==> config.mk <==
export PLATFORM = sky130hd
export DESIGN_NAME = rmw_cycle_engine
export DESIGN_NICKNAME = d
export VERILOG_FILES = /design/src/pkg/rmw_pkg.sv /design/src/hw/rmw_logic_unit.sv /design/src/hw/rmw_cycle_engine.sv
export SDC_FILE = /design/constraint.sdc
export NUM_CORES = 1
export LEC_CHECK = 0
export ABC_CLOCK_PERIOD_IN_PS = 4280
export BUFFER_PORTS_ARGS = -buffer_cell sky130_fd_sc_hd__buf_2
export CORE_ASPECT_RATIO = 1.25
export CORE_MARGIN = 5
export CORE_UTILIZATION = 45
export CTS_CLUSTER_SIZE = 8
export DETAILED_ROUTE_END_ITERATION = 10
export GPL_TIMING_DRIVEN = 0
export HOLD_SLACK_MARGIN = 0.1
export SLEW_MARGIN = 40
export SYNTH_ARGS = -nofsm -noshare
export SYNTH_HDL_FRONTEND = slang
export SYNTH_SLANG_ARGS = --single-unit
==> constraint.sdc <==
create_clock -name ref_clk_i -period 4.28 [get_ports ref_clk_i]
set_input_delay 0.214 -clock ref_clk_i [delete_from_list [all_inputs] [get_ports ref_clk_i]]
set_output_delay 0.214 -clock ref_clk_i [all_outputs]
set_load 0.1 [all_outputs]
==> src/pkg/rmw_pkg.sv <==
package rmw_pkg;

	// ----------------------------------------------------------------
	// Register map, byte addresses on the Wishbone slave
	// ----------------------------------------------------------------
	localparam int unsigned WB_ADDR_W   = 6;
	localparam logic [5:0] OFS_CTRL     = 6'h00;
	localparam logic [5:0] OFS_ZOOM     = 6'h04;
	localparam logic [5:0] OFS_ADDR     = 6'h08;
	localparam logic [5:0] OFS_PATTERN  = 6'h0c;
	localparam logic [5:0] OFS_MASK     = 6'h10;
	localparam logic [5:0] OFS_PIXIDX   = 6'h14;
	localparam logic [5:0] OFS_COUNT    = 6'h18;
	localparam logic [5:0] OFS_STATUS   = 6'h1c;
	localparam logic [5:0] OFS_RDATA    = 6'h20;

	// ----------------------------------------------------------------
	// Control and status register fields
	// ----------------------------------------------------------------
	localparam int unsigned CTRL_MODE_LSB = 0;
	localparam int unsigned CTRL_OP_LSB   = 2;
	localparam int unsigned CTRL_FIG_BIT  = 4;
	localparam int unsigned CTRL_DIR_BIT  = 5;
	localparam int unsigned STAT_BUSY_BIT = 0;
	localparam int unsigned STAT_PTR_LSB  = 4;
	localparam int unsigned STAT_LEFT_LSB = 16;

	// ----------------------------------------------------------------
	// Memory cycle timing, counted in half phases of the word clock
	// ----------------------------------------------------------------
	localparam logic [5:0] HALF_PER_PHASE = 6'h02;
	localparam logic [5:0] H_ADDR_END     = 6'h02;
	localparam logic [5:0] H_RDE_FIRST    = 6'h03;
	localparam logic [5:0] H_SAMPLE       = 6'h04;
	localparam logic [5:0] H_WB_FIRST     = 6'h06;
	localparam logic [5:0] H_BASIC_END    = 6'h08;
	localparam logic [3:0] ZOOM_STRETCH   = 4'h3;
	localparam logic [15:0] CHAR_BITS_MASK = 16'h1fff;

	typedef enum logic [1:0] {
		MODE_GRAPHICS = 2'b00,
		MODE_CHAR     = 2'b01,
		MODE_MIXED    = 2'b10
	} rmw_mode_e;

	typedef enum logic [1:0] {
		OP_REPLACE    = 2'b00,
		OP_COMPLEMENT = 2'b01,
		OP_CLEAR      = 2'b10,
		OP_SET        = 2'b11
	} rmw_op_e;

	typedef enum logic [0:0] {
		CYC_DISPLAY = 1'b0,
		CYC_RMW     = 1'b1
	} rmw_cyc_e;

	typedef struct packed {
		logic [15:0] ad_out;
		logic        ad_oe;
		logic [1:0]  addr_hi;
		logic        ale;
		logic        read_data_enable_n;
		logic        blank;
	} rmw_mem_s;

	localparam rmw_mem_s MEM_RESET = '{ad_out: 16'h0000, ad_oe: 1'b0, addr_hi: 2'h0, ale: 1'b0,
		read_data_enable_n: 1'b1, blank: 1'b0};

endpackage

==> src/hw/rmw_logic_unit.sv <==
`timescale 1ns/1ps
module rmw_logic_unit (
	input  wire logic [15:0]          read_word_i,
	input  wire logic [15:0]          pattern_i,
	input  wire logic [15:0]          mask_i,
	input  wire logic [3:0]           pattern_ptr_i,
	input  wire rmw_pkg::rmw_op_e     op_i,
	input  wire rmw_pkg::rmw_mode_e   mode_i,
	input  wire logic                 figure_i,
	output logic [15:0]               write_word_o
);
	import rmw_pkg::*;

	logic [15:0] pat;
	logic [15:0] msk;

	// Figure drawing spreads the selected pattern bit to every lane; word writes spread pattern bit 0 in graphics mode, else use the whole pattern.
	always_comb begin
		if (figure_i) begin
			pat = {16{pattern_i[pattern_ptr_i]}};
		end else if (mode_i == MODE_GRAPHICS) begin
			pat = {16{pattern_i[0]}};
		end else begin
			pat = pattern_i;
		end
		msk = (mode_i == MODE_CHAR) ? (mask_i & CHAR_BITS_MASK) : mask_i;
	end

	genvar b;
	generate
		for (b = 0; b < 16; b++) begin : g_bit
			always_comb begin
				write_word_o[b] = read_word_i[b];
				case (op_i)
					OP_REPLACE: begin
						if (msk[b]) begin
							write_word_o[b] = pat[b];
						end
					end
					OP_COMPLEMENT: begin
						if (msk[b] && pat[b]) begin
							write_word_o[b] = ~read_word_i[b];
						end
					end
					OP_CLEAR: begin
						if (msk[b] && pat[b]) begin
							write_word_o[b] = 1'b0;
						end
					end
					OP_SET: begin
						if (msk[b] && pat[b]) begin
							write_word_o[b] = 1'b1;
						end
					end
					default: begin
						write_word_o[b] = read_word_i[b];
					end
				endcase
			end
		end
	endgenerate

endmodule

==> src/hw/rmw_cycle_engine.sv <==
// The address map and register access over Wishbone were left to the implementer.
`timescale 1ns/1ps
// How it works
// - Every transfer to display memory runs as a read-modify-write cycle, never a display fetch.
// - A basic cycle lasts four word clock phases while zoom is two or less.
// - A started cycle always completes and starts only at a display cycle boundary.
// - Write-back always happens; unmodified bits echo exactly what was read.
// - Phase one drives the address and drops the latch strobe at mid-phase.
// - Read enable falls after mid phase two, rises after mid phase three; sample mid three.
// - Modified word is driven from start of phase four through its end.
// - Latch strobe stays low through phase four; extra shift register loads are harmless.
// - Video is blanked for the full length of each read-modify-write cycle.
// - Zoom three or more stretches the cycle with the strobe high to display length.
// - Figure drawing reads the word at the execution address and alters one selected bit.
// - Character mode changes any of 13 bits, mixed mode any of 16.
// - Pattern pointer walks low to high; a one enables the operation, zero leaves bit, except replace writes the zero.
// - In mixed mode word writes store the pattern register as 16-bit words.
// - The one-hot mask marks the changed bit and shifts as drawing steps.
// - The logic unit combines read word, pattern and mask into the written word.
// - Drawing logic steps the address and steers pattern and mask bit selection.
// - One display cycle is one pair of word clock cycles per zoom step, each two half phases here.
module rmw_cycle_engine (
	input  wire logic              ref_clk_i,
	input  wire logic              reset_n_i,
	input  wire logic              wb_cyc_i,
	input  wire logic              wb_stb_i,
	input  wire logic              wb_we_i,
	input  wire logic [5:0]        wb_adr_i,
	input  wire logic [3:0]        wb_sel_i,
	input  wire logic [31:0]       wb_dat_i,
	output logic [31:0]            wb_dat_o,
	output logic                   wb_ack_o,
	input  wire logic [15:0]       ad_i,
	output rmw_pkg::rmw_mem_s      mem_o
);
	import rmw_pkg::*;

	// ----------------------------------------------------------------
	// State
	// ----------------------------------------------------------------
	typedef struct packed {
		rmw_mem_s    mem;
		rmw_cyc_e    st;
		logic [5:0]  cnt;
		rmw_mode_e   mode;
		rmw_mode_e   cyc_mode;
		rmw_op_e     op;
		logic        figure;
		logic        dir;
		logic [3:0]  zoom;
		logic [17:0] ead;
		logic [17:0] disp_addr;
		logic [15:0] pattern;
		logic [15:0] mask;
		logic [3:0]  ptr;
		logic [15:0] left;
		logic [15:0] rdata;
		logic        ack;
		logic [31:0] dat;
	} rmw_state_s;

	localparam rmw_state_s STATE_RESET = '{mem: MEM_RESET, st: CYC_DISPLAY, cnt: 6'h00, mode: MODE_GRAPHICS,
		cyc_mode: MODE_GRAPHICS, op: OP_REPLACE, figure: 1'b0, dir: 1'b0, zoom: 4'h1, ead: 18'h00000,
		disp_addr: 18'h00000, pattern: 16'h0000, mask: 16'h0001, ptr: 4'h0, left: 16'h0000,
		rdata: 16'h0000, ack: 1'b0, dat: 32'h00000000};

	rmw_state_s  state_reg;
	rmw_state_s  state_next;
	logic [15:0] write_word;

	rmw_logic_unit u_logic (
		.read_word_i   (state_reg.rdata),
		.pattern_i     (state_reg.pattern),
		.mask_i        (state_reg.mask),
		.pattern_ptr_i (state_reg.ptr),
		.op_i          (state_reg.op),
		.mode_i        (state_reg.cyc_mode),
		.figure_i      (state_reg.figure),
		.write_word_o  (write_word)
	);

	// ----------------------------------------------------------------
	// Helpers
	// ----------------------------------------------------------------
	function automatic logic [31:0] merge_bytes(input logic [31:0] old_v, input logic [31:0] new_v,
		input logic [3:0] sel);
		logic [31:0] r;
		r = old_v;
		for (int i = 0; i < 4; i++) begin
			if (sel[i]) begin
				r[i*8 +: 8] = new_v[i*8 +: 8];
			end
		end
		return r;
	endfunction

	// A zoom of zero is treated as one so the display cycle never collapses.
	function automatic logic [5:0] disp_len(input logic [3:0] zoom);
		logic [5:0] z;
		z = (zoom == 4'h0) ? 6'h01 : {2'b00, zoom};
		return 6'((z * HALF_PER_PHASE) * 6'h02);
	endfunction

	function automatic logic [5:0] rmw_len(input logic [3:0] zoom);
		logic [5:0] r;
		r = H_BASIC_END;
		if (zoom >= ZOOM_STRETCH) begin
			r = disp_len(zoom);
		end
		return r;
	endfunction

	// ----------------------------------------------------------------
	// Next state
	// ----------------------------------------------------------------
	always_comb begin
		logic        cyc_end;
		logic        wb_req;
		logic [31:0] rd_v;
		logic [31:0] wr_v;
		logic        is_rmw;
		cyc_end = 1'b0;
		wb_req = 1'b0;
		rd_v = 32'h00000000;
		wr_v = 32'h00000000;
		is_rmw = 1'b0;
		state_next = state_reg;

		// Cycle sequencing: a cycle always runs to its last half phase before the next is chosen.
		// A zoom lowered past the current half phase ends the cycle at once instead of letting the counter wrap.
		if (state_reg.st == CYC_RMW) begin
			cyc_end = (state_reg.cnt >= rmw_len(state_reg.zoom) - 6'h01);
		end else begin
			cyc_end = (state_reg.cnt >= disp_len(state_reg.zoom) - 6'h01);
		end

		if (state_reg.st == CYC_RMW && state_reg.cnt == H_SAMPLE) begin
			state_next.rdata = ad_i;
		end

		if (cyc_end) begin
			state_next.cnt = 6'h00;
			if (state_reg.st == CYC_RMW) begin
				if (state_reg.figure) begin
					state_next.ptr = state_reg.ptr + 4'h1;
					if (!state_reg.dir) begin
						state_next.mask = {state_reg.mask[14:0], state_reg.mask[15]};
						if (state_reg.mask[15]) begin
							state_next.ead = state_reg.ead + 18'h00001;
						end
					end else begin
						state_next.mask = {state_reg.mask[0], state_reg.mask[15:1]};
						if (state_reg.mask[0]) begin
							state_next.ead = state_reg.ead - 18'h00001;
						end
					end
				end else begin
					state_next.ead = state_reg.ead + 18'h00001;
				end
			end else begin
				state_next.disp_addr = state_reg.disp_addr + 18'h00001;
			end
			if (state_reg.left != 16'h0000) begin
				state_next.st = CYC_RMW;
				state_next.left = state_reg.left - 16'h0001;
				state_next.cyc_mode = state_reg.mode;
			end else begin
				state_next.st = CYC_DISPLAY;
			end
		end else begin
			state_next.cnt = state_reg.cnt + 6'h01;
		end

		// Pin outputs are formed from the upcoming half phase so that they leave flip-flops.
		is_rmw = (state_next.st == CYC_RMW);
		state_next.mem.ale = (state_next.cnt == 6'h00) || (is_rmw && state_next.cnt >= H_BASIC_END);
		state_next.mem.read_data_enable_n = !(is_rmw && (state_next.cnt == H_RDE_FIRST ||
			state_next.cnt == H_SAMPLE));
		state_next.mem.blank = is_rmw;
		if (state_next.cnt < H_ADDR_END) begin
			state_next.mem.ad_oe = 1'b1;
			state_next.mem.ad_out = is_rmw ? state_next.ead[15:0] : state_next.disp_addr[15:0];
			state_next.mem.addr_hi = is_rmw ? state_next.ead[17:16] : state_next.disp_addr[17:16];
		end else if (is_rmw && state_next.cnt >= H_WB_FIRST && state_next.cnt < H_BASIC_END) begin
			state_next.mem.ad_oe = 1'b1;
			state_next.mem.ad_out = write_word;
		end else begin
			state_next.mem.ad_oe = 1'b0;
		end

		// ------------------------------------------------------------
		// Wishbone slave: ack one cycle after the request, writes land on the ack edge
		// ------------------------------------------------------------
		wb_req = wb_cyc_i && wb_stb_i;
		state_next.ack = wb_req && !state_reg.ack;
		case (wb_adr_i)
			OFS_CTRL: begin
				rd_v = 32'h00000000;
				rd_v[CTRL_MODE_LSB +: 2] = state_reg.mode;
				rd_v[CTRL_OP_LSB +: 2] = state_reg.op;
				rd_v[CTRL_FIG_BIT] = state_reg.figure;
				rd_v[CTRL_DIR_BIT] = state_reg.dir;
			end
			OFS_ZOOM: begin
				rd_v = {28'h0000000, state_reg.zoom};
			end
			OFS_ADDR: begin
				rd_v = {14'h0000, state_reg.ead};
			end
			OFS_PATTERN: begin
				rd_v = {16'h0000, state_reg.pattern};
			end
			OFS_MASK: begin
				rd_v = {16'h0000, state_reg.mask};
			end
			OFS_COUNT: begin
				rd_v = {16'h0000, state_reg.left};
			end
			OFS_STATUS: begin
				rd_v = 32'h00000000;
				rd_v[STAT_BUSY_BIT] = (state_reg.st == CYC_RMW) || (state_reg.left != 16'h0000);
				rd_v[STAT_PTR_LSB +: 4] = state_reg.ptr;
				rd_v[STAT_LEFT_LSB +: 16] = state_reg.left;
			end
			OFS_RDATA: begin
				rd_v = {16'h0000, state_reg.rdata};
			end
			default: begin
				rd_v = 32'h00000000;
			end
		endcase
		if (wb_req && !state_reg.ack) begin
			state_next.dat = wb_we_i ? 32'h00000000 : rd_v;
		end
		if (wb_req && state_reg.ack && wb_we_i) begin
			wr_v = merge_bytes(rd_v, wb_dat_i, wb_sel_i);
			case (wb_adr_i)
				OFS_CTRL: begin
					state_next.mode = rmw_mode_e'(wr_v[CTRL_MODE_LSB +: 2]);
					state_next.op = rmw_op_e'(wr_v[CTRL_OP_LSB +: 2]);
					state_next.figure = wr_v[CTRL_FIG_BIT];
					state_next.dir = wr_v[CTRL_DIR_BIT];
				end
				OFS_ZOOM: begin
					state_next.zoom = wr_v[3:0];
				end
				OFS_ADDR: begin
					state_next.ead = wr_v[17:0];
				end
				OFS_PATTERN: begin
					state_next.pattern = wr_v[15:0];
					state_next.ptr = 4'h0;
				end
				OFS_MASK: begin
					state_next.mask = wr_v[15:0];
				end
				OFS_PIXIDX: begin
					state_next.mask = 16'h0001 << wr_v[3:0];
				end
				OFS_COUNT: begin
					state_next.left = wr_v[15:0];
				end
				default: begin
					state_next.left = state_next.left;
				end
			endcase
		end
	end

	// ----------------------------------------------------------------
	// Registers
	// ----------------------------------------------------------------
	always_ff @(posedge ref_clk_i or negedge reset_n_i) begin
		if (!reset_n_i) begin
			state_reg <= STATE_RESET;
		end else begin
			state_reg <= state_next;
		end
	end

	assign mem_o = state_reg.mem;
	assign wb_ack_o = state_reg.ack;
	assign wb_dat_o = state_reg.dat;

endmodule

# == After elaboration in Yosys (flattened, before gate mapping) ==
# Cells that the tools add are included.
# op_classes
n_addsub,8
magnitude_cmp,8
eq_ne,15
shifts,1
n_mux,121
bitwise_logic,16
n_reduce_logical,41
# ops
operator,n
32-bit case mux with 8 select lines,1
18-bit 2-to-1 mux,8
16-bit 2-to-1 mux,8
36-bit 2-to-1 mux,3
1-bit 2-to-1 mux,69
1-bit case mux with 4 select lines,16
20-bit 2-to-1 mux,2
"18-bit by 1-bit adder with 18-bit output, second input constant",2
32-bit 2-to-1 mux,1
16-bit case mux with 2 select lines,1
1-bit logical AND,25
"6-bit by 5-bit equality test with 1-bit output, second input constant",4
8-bit 2-to-1 mux,3
"6-bit by 3-bit equality test with 1-bit output, second input constant",3
6-bit 2-to-1 mux,3
"18-bit by 1-bit subtractor with 18-bit output, second input constant",1
17-bit 2-to-1 mux,1
1-bit NOT,16
16-bit nonzero test,1
"1-bit by 4-bit << shifter with 16-bit output, first input constant",1
"16-bit by 1-bit subtractor with 16-bit output, second input constant",1
"6-bit by 4-bit equality test with 1-bit output, second input constant",2
6-bit >= comparator,2
6-bit logical NOT,2
22 further kinds,34
# word_totals
register_bits,177

# == Depth between registers and ports, before layout ==
# Gate-level depths: netlist of run 1.
# logic_depth
ltp_word,13
ltp_mapped,16
depth_no_buf,13

# == Cells and area by module ==
# Synthesis of run 1 repeated with hierarchy kept, for this count alone.
# unflattened
cells_unflattened,1389
hier_area_um2,12554.5
# by_module_without_submodules
module,n_inst,cells_per_inst,area_per_inst_um2,seq_area_each_um2
rmw_cycle_engine,1,1132,10764.1,4433.0
rmw_logic_unit,1,257,1790.5,0.0

# == Worst setup path after synthesis of run 1 ==
# No wires, ideal clock.
# synth_timing
kind,flip-flop to flip-flop
start,reg state_reg[139] in the netlist's numbering
end,reg state_reg[61] in the netlist's numbering
setup_time_ns,0.144
arrival_time_ns,3.317
t_required_ns,4.136
path_slack_ns,0.820
stages_incl_launch_ff,17
n_path_buf,3
synth_period_minus_slack_ns,3.460
path_cell_list,dfrtp_1 -> clkbuf_1 -> nor3_1 -> nor2b_1 -> inv_1 -> ha_1 -> xnor2_1 -> ha_1 -> a21o_1 -> a221oi_1 -> or3_1 -> clkbuf_1 -> or4_1 -> clkbuf_1 -> nor3_1 -> xnor2_1 -> mux2i_1
# synth_rtl
element,line,text
from (decl),rmw_cycle_engine.sv:67,rmw_state_s state_reg;
from (signal assigned),rmw_cycle_engine.sv:277,state_reg <= state_next;

# == Worst setup path in the final report of run 1 ==
# layout_timing
start,reg state_reg[139] in the netlist's numbering
end,reg state_reg (netlist bit mem_o[13])
# layout_between
elab_chain_cells,12
elab_cells_between_ends,21
# layout_rtl
element,line,text
"parallel branches: the longest is 6 deep, another holds 6-bit by 1-bit subtractor with 6-bit output",n/a,
1-bit 2-to-1 mux (*),rmw_cycle_engine.sv:131,if (state_reg.st == CYC_RMW) begin
6-bit 2-to-1 mux,rmw_cycle_engine.sv:141,if (cyc_end) begin
6-bit by 3-bit >= comparator with 1-bit output,rmw_cycle_engine.sv:184,end else if (is_rmw && state_next.cnt >= H_WB_FIRST && state_next.cnt < H_BASIC_END) begin
1-bit logical AND (2 in series),rmw_cycle_engine.sv:184,
2-bit nonzero test (no source line),n/a,
# Mark *: on every way between the ends. The select of a mux whose other input is x is not followed.
# A chain may end at the register's enable or synchronous reset.

==> run_results.csv, run 1 <==
group,metric,value,unit
global_routing,grt_usage,30.0,%
placed_design,place.port_buffers,101,
timing,fin_skew,11.2,ps
layout,diodes,0,
yosys,synth.distinct_cells,72,
global_routing,grt_pass1_vias,11141,
die,core-area,26000,µm²
layout,nets,1603,
status,status,"complete, no violations",
die,die_area,29700,µm²
placed_design,placed_area,12900,µm²
yosys,postSynthCellCount,1349,
hold_path,min_path_type,"input pin to flip-flop",
setup_path,cp_max_fo,19,
setup_path,critical_path_class,"flip-flop to flip-flop",
layout,final_util,52.7,%
layout,n_fill_cell,2543,
layout,syn_to_final_growth,15.9,%
layout,stdcell_area,13700,µm²
global_routing,grt_overflow,0,
clock_network,cts_root_buf,"clkbuf_16",
clock_network,htreeDepth,4,
yosys,yosysWarnings,0,
timing,post-route-min-period,4000,ps
yosys,synth_edf_count,0,
power_and_ir_drop,ir_drop,0.000353,V
timing,tns,0,ps
die,chipWidth,155,µm
power_and_ir_drop,powerDensity,552,nW/µm²
setup_path,cp-end-kind,"flip-flop",
detailed_routing,drt-wirelength-per-cell,24.2,µm
detailed_routing,drt_iter0_drc,1160,
job,max_cap_violations,0,
yosys,synth_most_common_cell,"dfrtp_1",
yosys,synth_top_area_share,36.8,%
yosys,async_flop_share,100,%
die,start_util,45.5,%
detailed_routing,wl,44600,µm
placed_design,place_ws,-314,ps
detailed_routing,via_per_inst,6.18,
die,die_y,191,µm
detailed_routing,drt_pre_antenna_iters,7,
timing,timing.fmax,250,MHz
placed_design,dp_hpwl,34100,µm
yosys,synth_common_cells,"dfrtp_1, nand2_1, o21ai_0, nor2_1, clkbuf_1",
global_routing,grt_max_degree,60,
die,rows,66,
power_and_ir_drop,leakage,5.93,nW
detailed_routing,ant_nets,0,
detailed_routing,drc,0,
timing,slew_headroom,36.9,%
placed_design,gp_congestion,0.982,
timing,whs,106,ps
yosys,synth.cell_area,11800,µm²
timing,tightest_slew,940,ps
global_routing,antenna_found_initial,1,
yosys,syn_avg_cell_area,8.77,µm²
clock_network,clkSinkCount,177,
global_routing,grt_pass1_wl,67700,µm
clock_network,clkTransAtPathRegs,70,ps
layout,drive_gt1_share,17.3,%
timing,hold_viol,0,
layout,largest_register_ffs,123,
yosys,yosysTopAreaCell,"dfrtp_1",
timing,setup_violations,0,
clock_network,clk_latency,450,ps
yosys,synth_flop_cell,"dfrtp_1",
clock_network,cts_buffer_depth,2,
timing,report.final.slew_viol_count,0,
clock_network,numCtsBuffers,17,
yosys,synthTopCellsByArea,"dfrtp_1, ha_1, o21ai_0, nand2_1, buf_4",
yosys,ys_ff_latch,177,
timing,rsz0062_at_grt,"no",
die,ios,118,
timing,min_period_over_period,93.4,%
clock_network,cts_tree,"built",
yosys,syn_nets,1461,
setup_path,critPathArrivalTime,4310,ps
setup_path,cp.required,4590,ps
timing,setup_ws,284,ps
yosys,synth.yosys.seq_area_share,37.5,%
detailed_routing,vias,11391,
setup_path,crit_path_start_kind,"flip-flop",
per-stage QoR:
stage / instances / total power (W)
4_1_cts: 1846 / 0.00755
3_3_place_gp: 1790 / 0.00580
6_report: 1844 / 0.00757
2_1_floorplan: 1349 / 0.00481
5_1_grt: 1844 / 0.00796
3_5_place_dp: 1796 / 0.00589
worst max-delay path: stages (launching register included):
cell and delay (ps):
dfrtp_1 590, nor3_1 110, nor2b_1 170, inv_1 60
ha_1 190, xnor2_1 120, ha_1 300, a21o_1 220
a221o_1 350, buf_4 180, nor4_1 400, clkbuf_2 500
o311ai_0 440, o311ai_0 220
per-layer routing:
metal | track usage (%) | routed length (µm)
met4 | 14.1 | 2480
met2 | 49.7 | 21200
met5 | 0 | 13
met3 | 4.94 | 3290
met1 | 38.3 | 17600
cells by family (layout without fill, tap and decap cells):
family / Yosys count / count (layout) / share of synthesized area [%]
buffers and inverters: 202 / 357 / 8.48
DFF: 177 / 177 / 37.5
muxes: 55 / 55 / 5.56
adders and majority gates: 49 / 49 / 5.18
xor gates and xnor gates: 57 / 57 / 4.22
AOI/OAI and AO/OA: 377 / 377 / 20.7
and+or+nand+nor: 432 / 432 / 18.4
power by group:
group / leakage (nW) / switching (W) / internal (W)
clock: 0.296 / 0.000708 / 0.000940
sequential: 2.22 / 0.000508 / 0.00202
combinational: 3.42 / 0.00231 / 0.00109
layout make-up:
type / count / area, µm² / area share (%)
multi-input cells: 970 / 6450 / 47.0
flip-flops and latches: 177 / 4430 / 32.3
repair buffers: 126 / 807 / 5.88
plain buffers: 143 / 785 / 5.72
clock buffers: 24 / 502 / 3.66
well taps: 340 / 425 / 3.10
inverters: 56 / 210 / 1.53
clock inverters: 8 / 104 / 0.757
cells in the final DEF (no fill, tap or decap), types with 6 or more instances in the layout:
cell and instances:
a211oi_1 9, buf_2 107, nor2b_1 10, mux2i_1 32
o21ai_0 118, mux2_2 16, a22oi_1 20, mux4_2 7
o31ai_1 6, clkbuf_1 72, clkbuf_16 17, nor2_1 79
a222oi_1 9, nor4_1 14, xor2_1 15, buf_4 61
xnor2_1 42, a31oi_1 11, and4_1 6, o211ai_1 44
a32oi_1 6, nand3_1 21, and2_1 16, or3_1 12
nand2_1 150, inv_1 56, nor3_1 24, and3_1 28
nand2b_1 12, a21oi_1 72, ha_1 49, dfrtp_1 174
nand3b_1 9, a22o_1 16, nand4_1 19, or2_2 9
dlygate4sd3_1 19, a21o_1 10
final timing paths:
kind / startpoint / to / slack [ps] / cells after the start
max: state_reg[139]$_DFFE_PN0P_ / mem_o[13]$_DFFE_PN0P_ / 280 / 13
min: wb_dat_i[17] / state_reg[136]$_DFF_PN0_ / 110 / 3
max reg2reg: state_reg[139]$_DFFE_PN0P_ / mem_o[13]$_DFFE_PN0P_ / 280 / 13
min reg2reg: mem_o[3]$_DFFE_PN0P_ / mem_o[3]$_DFFE_PN0P_ / 480 / 2
max in group asynchronous: reset_n_i / state_reg[35]$_DFFE_PN0P_ / 3220 / 4
min in group asynchronous: reset_n_i / state_reg[154]$_DFF_PN0_ / 210 / 2
repair_timing:
action,CTS,global route
buffers inserted,0,0
hold buffers,19,0
hold endpoints to repair,142,0
resized for setup,1,2
endpoints found under the setup margin,4,10
(Power assumes the default switching activity.)
==> inputs of run 2 (changes only) <==
MAX_ROUTING_LAYER = met4   (was default)
REMOVE_ABC_BUFFERS = 1   (was default)
SKIP_CTS_REPAIR_TIMING = 1   (was default)
==> run_results.csv, run 2 (synthesized netlist as in run 1, its figures left out) <==
group,metric,value,unit
die,core-area,26000,µm²
layout,final_common_cell,"dfrtp_1",
setup_path,critical_path_class,"flip-flop to flip-flop",
timing,slew_headroom,37.0,%
power_and_ir_drop,clock_power_share,22.3,%
layout,drive_gt1_share,16.0,%
power_and_ir_drop,powerDensity,555,nW/µm²
job,max_cap_violations,0,
power_and_ir_drop,ir_drop,0.000310,V
detailed_routing,drt_iter0_drc,1140,
global_routing,grt_overflow,0,
power_and_ir_drop,p_comb_share,42.8,%
global_routing,grt_pass1_wl,60200,µm
power_and_ir_drop,internal-power,0.00385,W
setup_path,cp-end-kind,"flip-flop",
timing,rsz0062_at_grt,"no",
timing,tns,0,ps
timing,hold_viol,0,
layout,syn_to_final_growth,10.2,%
detailed_routing,via_per_inst,6.13,
power_and_ir_drop,leakage,5.55,nW
detailed_routing,drt-wirelength-per-cell,22.6,µm
die,rows,66,
die,start_util,45.5,%
setup_path,crit_path_start_kind,"flip-flop",
die,chipWidth,155,µm
clock_network,clkTransAtPathRegs,70,ps
layout,n_fill_cell,2544,
clock_network,clk_latency,440,ps
placed_design,gp_congestion,0.950,
timing,setup_violations,0,
detailed_routing,drt_pre_antenna_iters,8,
timing,tightest_slew,933,ps
detailed_routing,ant_nets,0,
power_and_ir_drop,report.power.total,0.00724,W
die,die_area,29700,µm²
detailed_routing,wl,38800,µm
global_routing,antenna_found_initial,0,
power_and_ir_drop,p_seq_share,34.9,%
setup_path,cp_max_fo,9,
timing,timing.fmax,246,MHz
detailed_routing,drc,0,
status,status,"complete, no violations",
global_routing,grt_usage,27.1,%
setup_path,cp.required,4660,ps
timing,min_period_over_period,95.1,%
global_routing,grt_pass1_vias,10114,
clock_network,cts_root_buf,"clkbuf_16",
timing,report.final.slew_viol_count,0,
die,die_y,191,µm
layout,final_util,50.2,%
setup_path,critPathArrivalTime,4450,ps
die,ios,118,
hold_path,min_path_type,"input pin to flip-flop",
layout,layout_common_cells,"dfrtp_1, nand2_1, o21ai_0, buf_2, nor2_1",
timing,fin_skew,11.2,ps
clock_network,clkSinkCount,177,
power_and_ir_drop,p_sw_share,46.8,%
power_and_ir_drop,switchingPower,0.00339,W
placed_design,place.port_buffers,102,
detailed_routing,vias,10495,
layout,largest_register_ffs,123,
clock_network,cts_tree,"built",
clock_network,cts_buffer_depth,2,
timing,post-route-min-period,4070,ps
clock_network,numCtsBuffers,17,
layout,nets,1471,
clock_network,htreeDepth,4,
placed_design,dp_hpwl,29000,µm
global_routing,grt_max_degree,73,
## run 2: per-layer routing
layer	track usage, %	share of wire [%]	wire length [µm]	vias up
li1	-	-	-	4847
met1	34.9	41	16000	5105
met2	42.7	48	18500	460
met3	4.48	6.9	2660	83
met4	10.8	3.9	1530	0
met5	-	0	0	-
## run 2: through the flow
step	area (µm²)	std cells	hold WS (ps)	setup slack, ps
detailed placement	12300	1662	120	66.0
global placement	12000	1645	418	-2990
global route	13000	1712	101	52.1
CTS	12800	1694	-352	50.6
finish	13000	1713	94.7	211
floorplan	11000	1203	-81.6	-91.2
## run 2: area by class of cell
| class | count | area, µm² | share of cell area, % |
|---|---|---|---|
| Multi-Input combinational cell | 970 | 6510 | 49.9 |
| Sequential cell | 177 | 4440 | 34.0 |
| Timing Repair Buffer | 137 | 873 | 6.69 |
| Clock buffer | 20 | 437 | 3.35 |
| Tap cell | 340 | 425 | 3.26 |
| Inverter | 56 | 210 | 1.61 |
| Clock inverter | 12 | 149 | 1.14 |
| Antenna cell | 1 | 2.50 | 0.0192 |
## run 2: worst max-delay path, cell delays in order, from the launching register on
cell and delay, ps:
dfrtp_1 540, nor3_1 110, nor2b_1 230, inv_1 70, ha_1 190, xnor2_1 120, ha_1 290, a21o_1 220
a221o_2 530, nor4_4 420, buf_4 220, buf_2 170, buf_2 210, buf_2 210, nand3_1 90, nor2_1 240
a221o_1 150
## run 2: path summary, 6_finish.rpt
| check | endpoint | startpoint | cells past startpoint | slack [ps] |
|---|---|---|---|---|
| worst max register to register | mem_o[21]$_DFFE_PN0P_ | state_reg[139]$_DFFE_PN0P_ | 16 | 210 |
| worst min register to register | wb_dat_o[0]$_DFFE_PN0P_ | wb_dat_o[0]$_DFFE_PN0P_ | 1 | 480 |
| worst max-delay path | mem_o[21]$_DFFE_PN0P_ | state_reg[139]$_DFFE_PN0P_ | 16 | 210 |
| min in group asynchronous | wb_ack_o$_DFF_PN0_ | reset_n_i | 2 | 240 |
| max in group asynchronous | mem_o[1]$_DFF_PN1_ | reset_n_i | 3 | 3350 |
| worst min-delay path | state_reg[136]$_DFF_PN0_ | wb_sel_i[2] | 3 | 90 |
## run 2: power by group through the flow
stage	sequential (W)	combinational, W	clock (W)
after floorplan	0.00303	0.00154	0
after global placement	0.00254	0.00292	0
after detailed placement	0.00254	0.00307	0
after CTS	0.00251	0.00308	0.00163
after global routing	0.00258	0.00339	0.00171
final	0.00253	0.00310	0.00161
==> inputs of run 3 (changes only) <==
CORE_ASPECT_RATIO = 0.7   (was 1.25)
==> run_results.csv, run 3 (synthesized netlist as in run 1, its figures left out) <==
group,metric,value,unit
detailed_routing,vias,10662,
setup_path,cp_cell_sequence,"nor3_1, nor2b_1, inv_1, ha_1, xnor2_1, ha_1, a21o_1, a221o_2, nor4_4, buf_2, buf_2, buf_2, nor2_2, a32oi_1, o21ai_0",
clock_network,clkSinkCount,177,
die,core-area,25800,µm²
power_and_ir_drop,powerDensity,565,nW/µm²
setup_path,crit_family,"compound AO/OA/AOI/OAI gates",
detailed_routing,ant_nets,0,
die,die_y,146,µm
timing,min_period_over_period,93.6,%
clock_network,cts_root_buf,"clkbuf_16",
setup_path,cp_slowest_cell,"dfrtp_1",
timing,report.final.slew_viol_count,0,
setup_path,crit_path_max_incr_delay,590,ps
global_routing,grt_pass1_wl,61800,µm
layout,syn_to_final_growth,10.3,%
timing,slew_headroom,38.0,%
layout,stdcell_area,13100,µm²
status,status,"complete, no violations",
placed_design,dp_hpwl,30200,µm
detailed_routing,drt_iter0_drc,1116,
global_routing,grt_max_degree,66,
timing,hold_viol,0,
setup_path,critPathBufInv,4,
setup_path,cp_common_cell,"buf_2",
placed_design,place.port_buffers,102,
timing,tightest_slew,920,ps
global_routing,grt_overflow,0,
clock_network,clk_latency,450,ps
clock_network,clkTransAtPathRegs,70,ps
setup_path,cp.required,4570,ps
power_and_ir_drop,leakage,5.54,nW
layout,nets,1470,
detailed_routing,dr_wl_met2,17500,µm
global_routing,grt_usage,27.8,%
detailed_routing,drt_pre_antenna_iters,7,
detailed_routing,met1Wirelength,18900,µm
setup_path,cp_max_fo,13,
die,die_area,29700,µm²
clock_network,htreeDepth,4,
die,start_util,45.9,%
placed_design,gp_congestion,0.942,
setup_path,rrSetupSlack,270,ps
layout,n_fill_cell,2472,
timing,post-route-min-period,4010,ps
hold_path,min_path_type,"input pin to flip-flop",
clock_network,cts_tree,"built",
detailed_routing,via_per_inst,6.17,
timing,timing.fmax,250,MHz
detailed_routing,drc,0,
placed_design,place_ws,-113,ps
power_and_ir_drop,ir_drop,0.000345,V
die,ios,118,
detailed_routing,maxUsedRoutingLayer,"met4",
detailed_routing,wl,40600,µm
setup_path,critical_path_class,"flip-flop to flip-flop",
placed_design,placed_area,12200,µm²
global_routing,grt_pass1_vias,9906,
timing,setup_violations,0,
layout,final_common_cell,"dfrtp_1",
die,rows,49,
clock_network,cts_buffer_depth,2,
job,max_cap_violations,0,
global_routing,antenna_found_initial,1,
setup_path,crit_path_start_kind,"flip-flop",
detailed_routing,drt-wirelength-per-cell,23.5,µm
clock_network,numCtsBuffers,17,
setup_path,cp-end-kind,"flip-flop",
timing,fin_skew,11.4,ps
detailed_routing,wl_met3,3450,µm
layout,largest_register_ffs,123,
timing,rsz0062_at_grt,"no",
layout,layout_common_cells,"dfrtp_1, nand2_1, o21ai_0, buf_2, nor2_1",
setup_path,critPathArrivalTime,4300,ps
die,chipWidth,204,µm
layout,drive_gt1_share,15.9,%
timing,setup_ws,275,ps
run 3: worst reg2reg max path, delay by kind of cell, from the launching register on:
kind	cells	cell delay, ps
compound gates	4	1140
xor+xnor	1	130
fa+ha+maj	2	480
buf+inv	4	730
flops	1	590
simple gates	4	770
run 3: worst paths after layout:
path	startpoint	end	depth (start not counted)
min in group asynchronous	reset_n_i	wb_dat_o[30]$_DFFE_PN0P_	2
max in group asynchronous	reset_n_i	state_reg[144]$_DFFE_PN0P_	4
min reg2reg	wb_dat_o[16]$_DFFE_PN0P_	wb_dat_o[16]$_DFFE_PN0P_	2
max	state_reg[138]$_DFFE_PN0P_	mem_o[12]$_DFFE_PN0P_	15
max reg2reg	state_reg[138]$_DFFE_PN0P_	mem_o[12]$_DFFE_PN0P_	15
min	wb_sel_i[2]	state_reg[136]$_DFF_PN0_	3
run 3: area by class of cell:
cell class | count | area [µm²] | area share (%)
antenna | 1 | 2.50 | 0.0192
sequential | 177 | 4440 | 34.0
timing repair buffer | 136 | 860 | 6.59
inverter | 56 | 210 | 1.61
clock buffer | 23 | 478 | 3.66
clock inverter | 8 | 129 | 0.987
tap | 357 | 447 | 3.42
multi-input combinational | 970 | 6480 | 49.7
run 3: per-layer routing:
layer	GRT usage [%]	up-vias
met3	6.33	59
met5	-	-
li1	-	4850
met2	39.0	491
met1	40.9	5262
met4	6.40	0
run 3: where the power goes:
group          leakage (nW)  switching [W]  total (W)  internal [W]
Sequential             2.21       0.000533    0.00255       0.00202
Combinational          3.03        0.00220    0.00315      0.000953
Clock                 0.293       0.000710    0.00168      0.000965
Total                  5.54        0.00344    0.00738       0.00394
run 3: stage by stage:
| stage | power, W | cells | utilization, % | hold slack, ps | TNS (ps) |
|---|---|---|---|---|---|
| detailed placement | 0.00564 | 1677 | 47.4 | 202 | -547 |
| CTS | 0.00732 | 1708 | 49.7 | -280 | -810 |
| finish | 0.00738 | 1728 | 50.6 | 112 | 0 |
| floorplan | 0.00457 | 1203 | - | -81.6 | -164 |
| global placement | 0.00551 | 1662 | 46.5 | 417 | -58300 |
| global route | 0.00780 | 1728 | 50.6 | 113 | 0 |
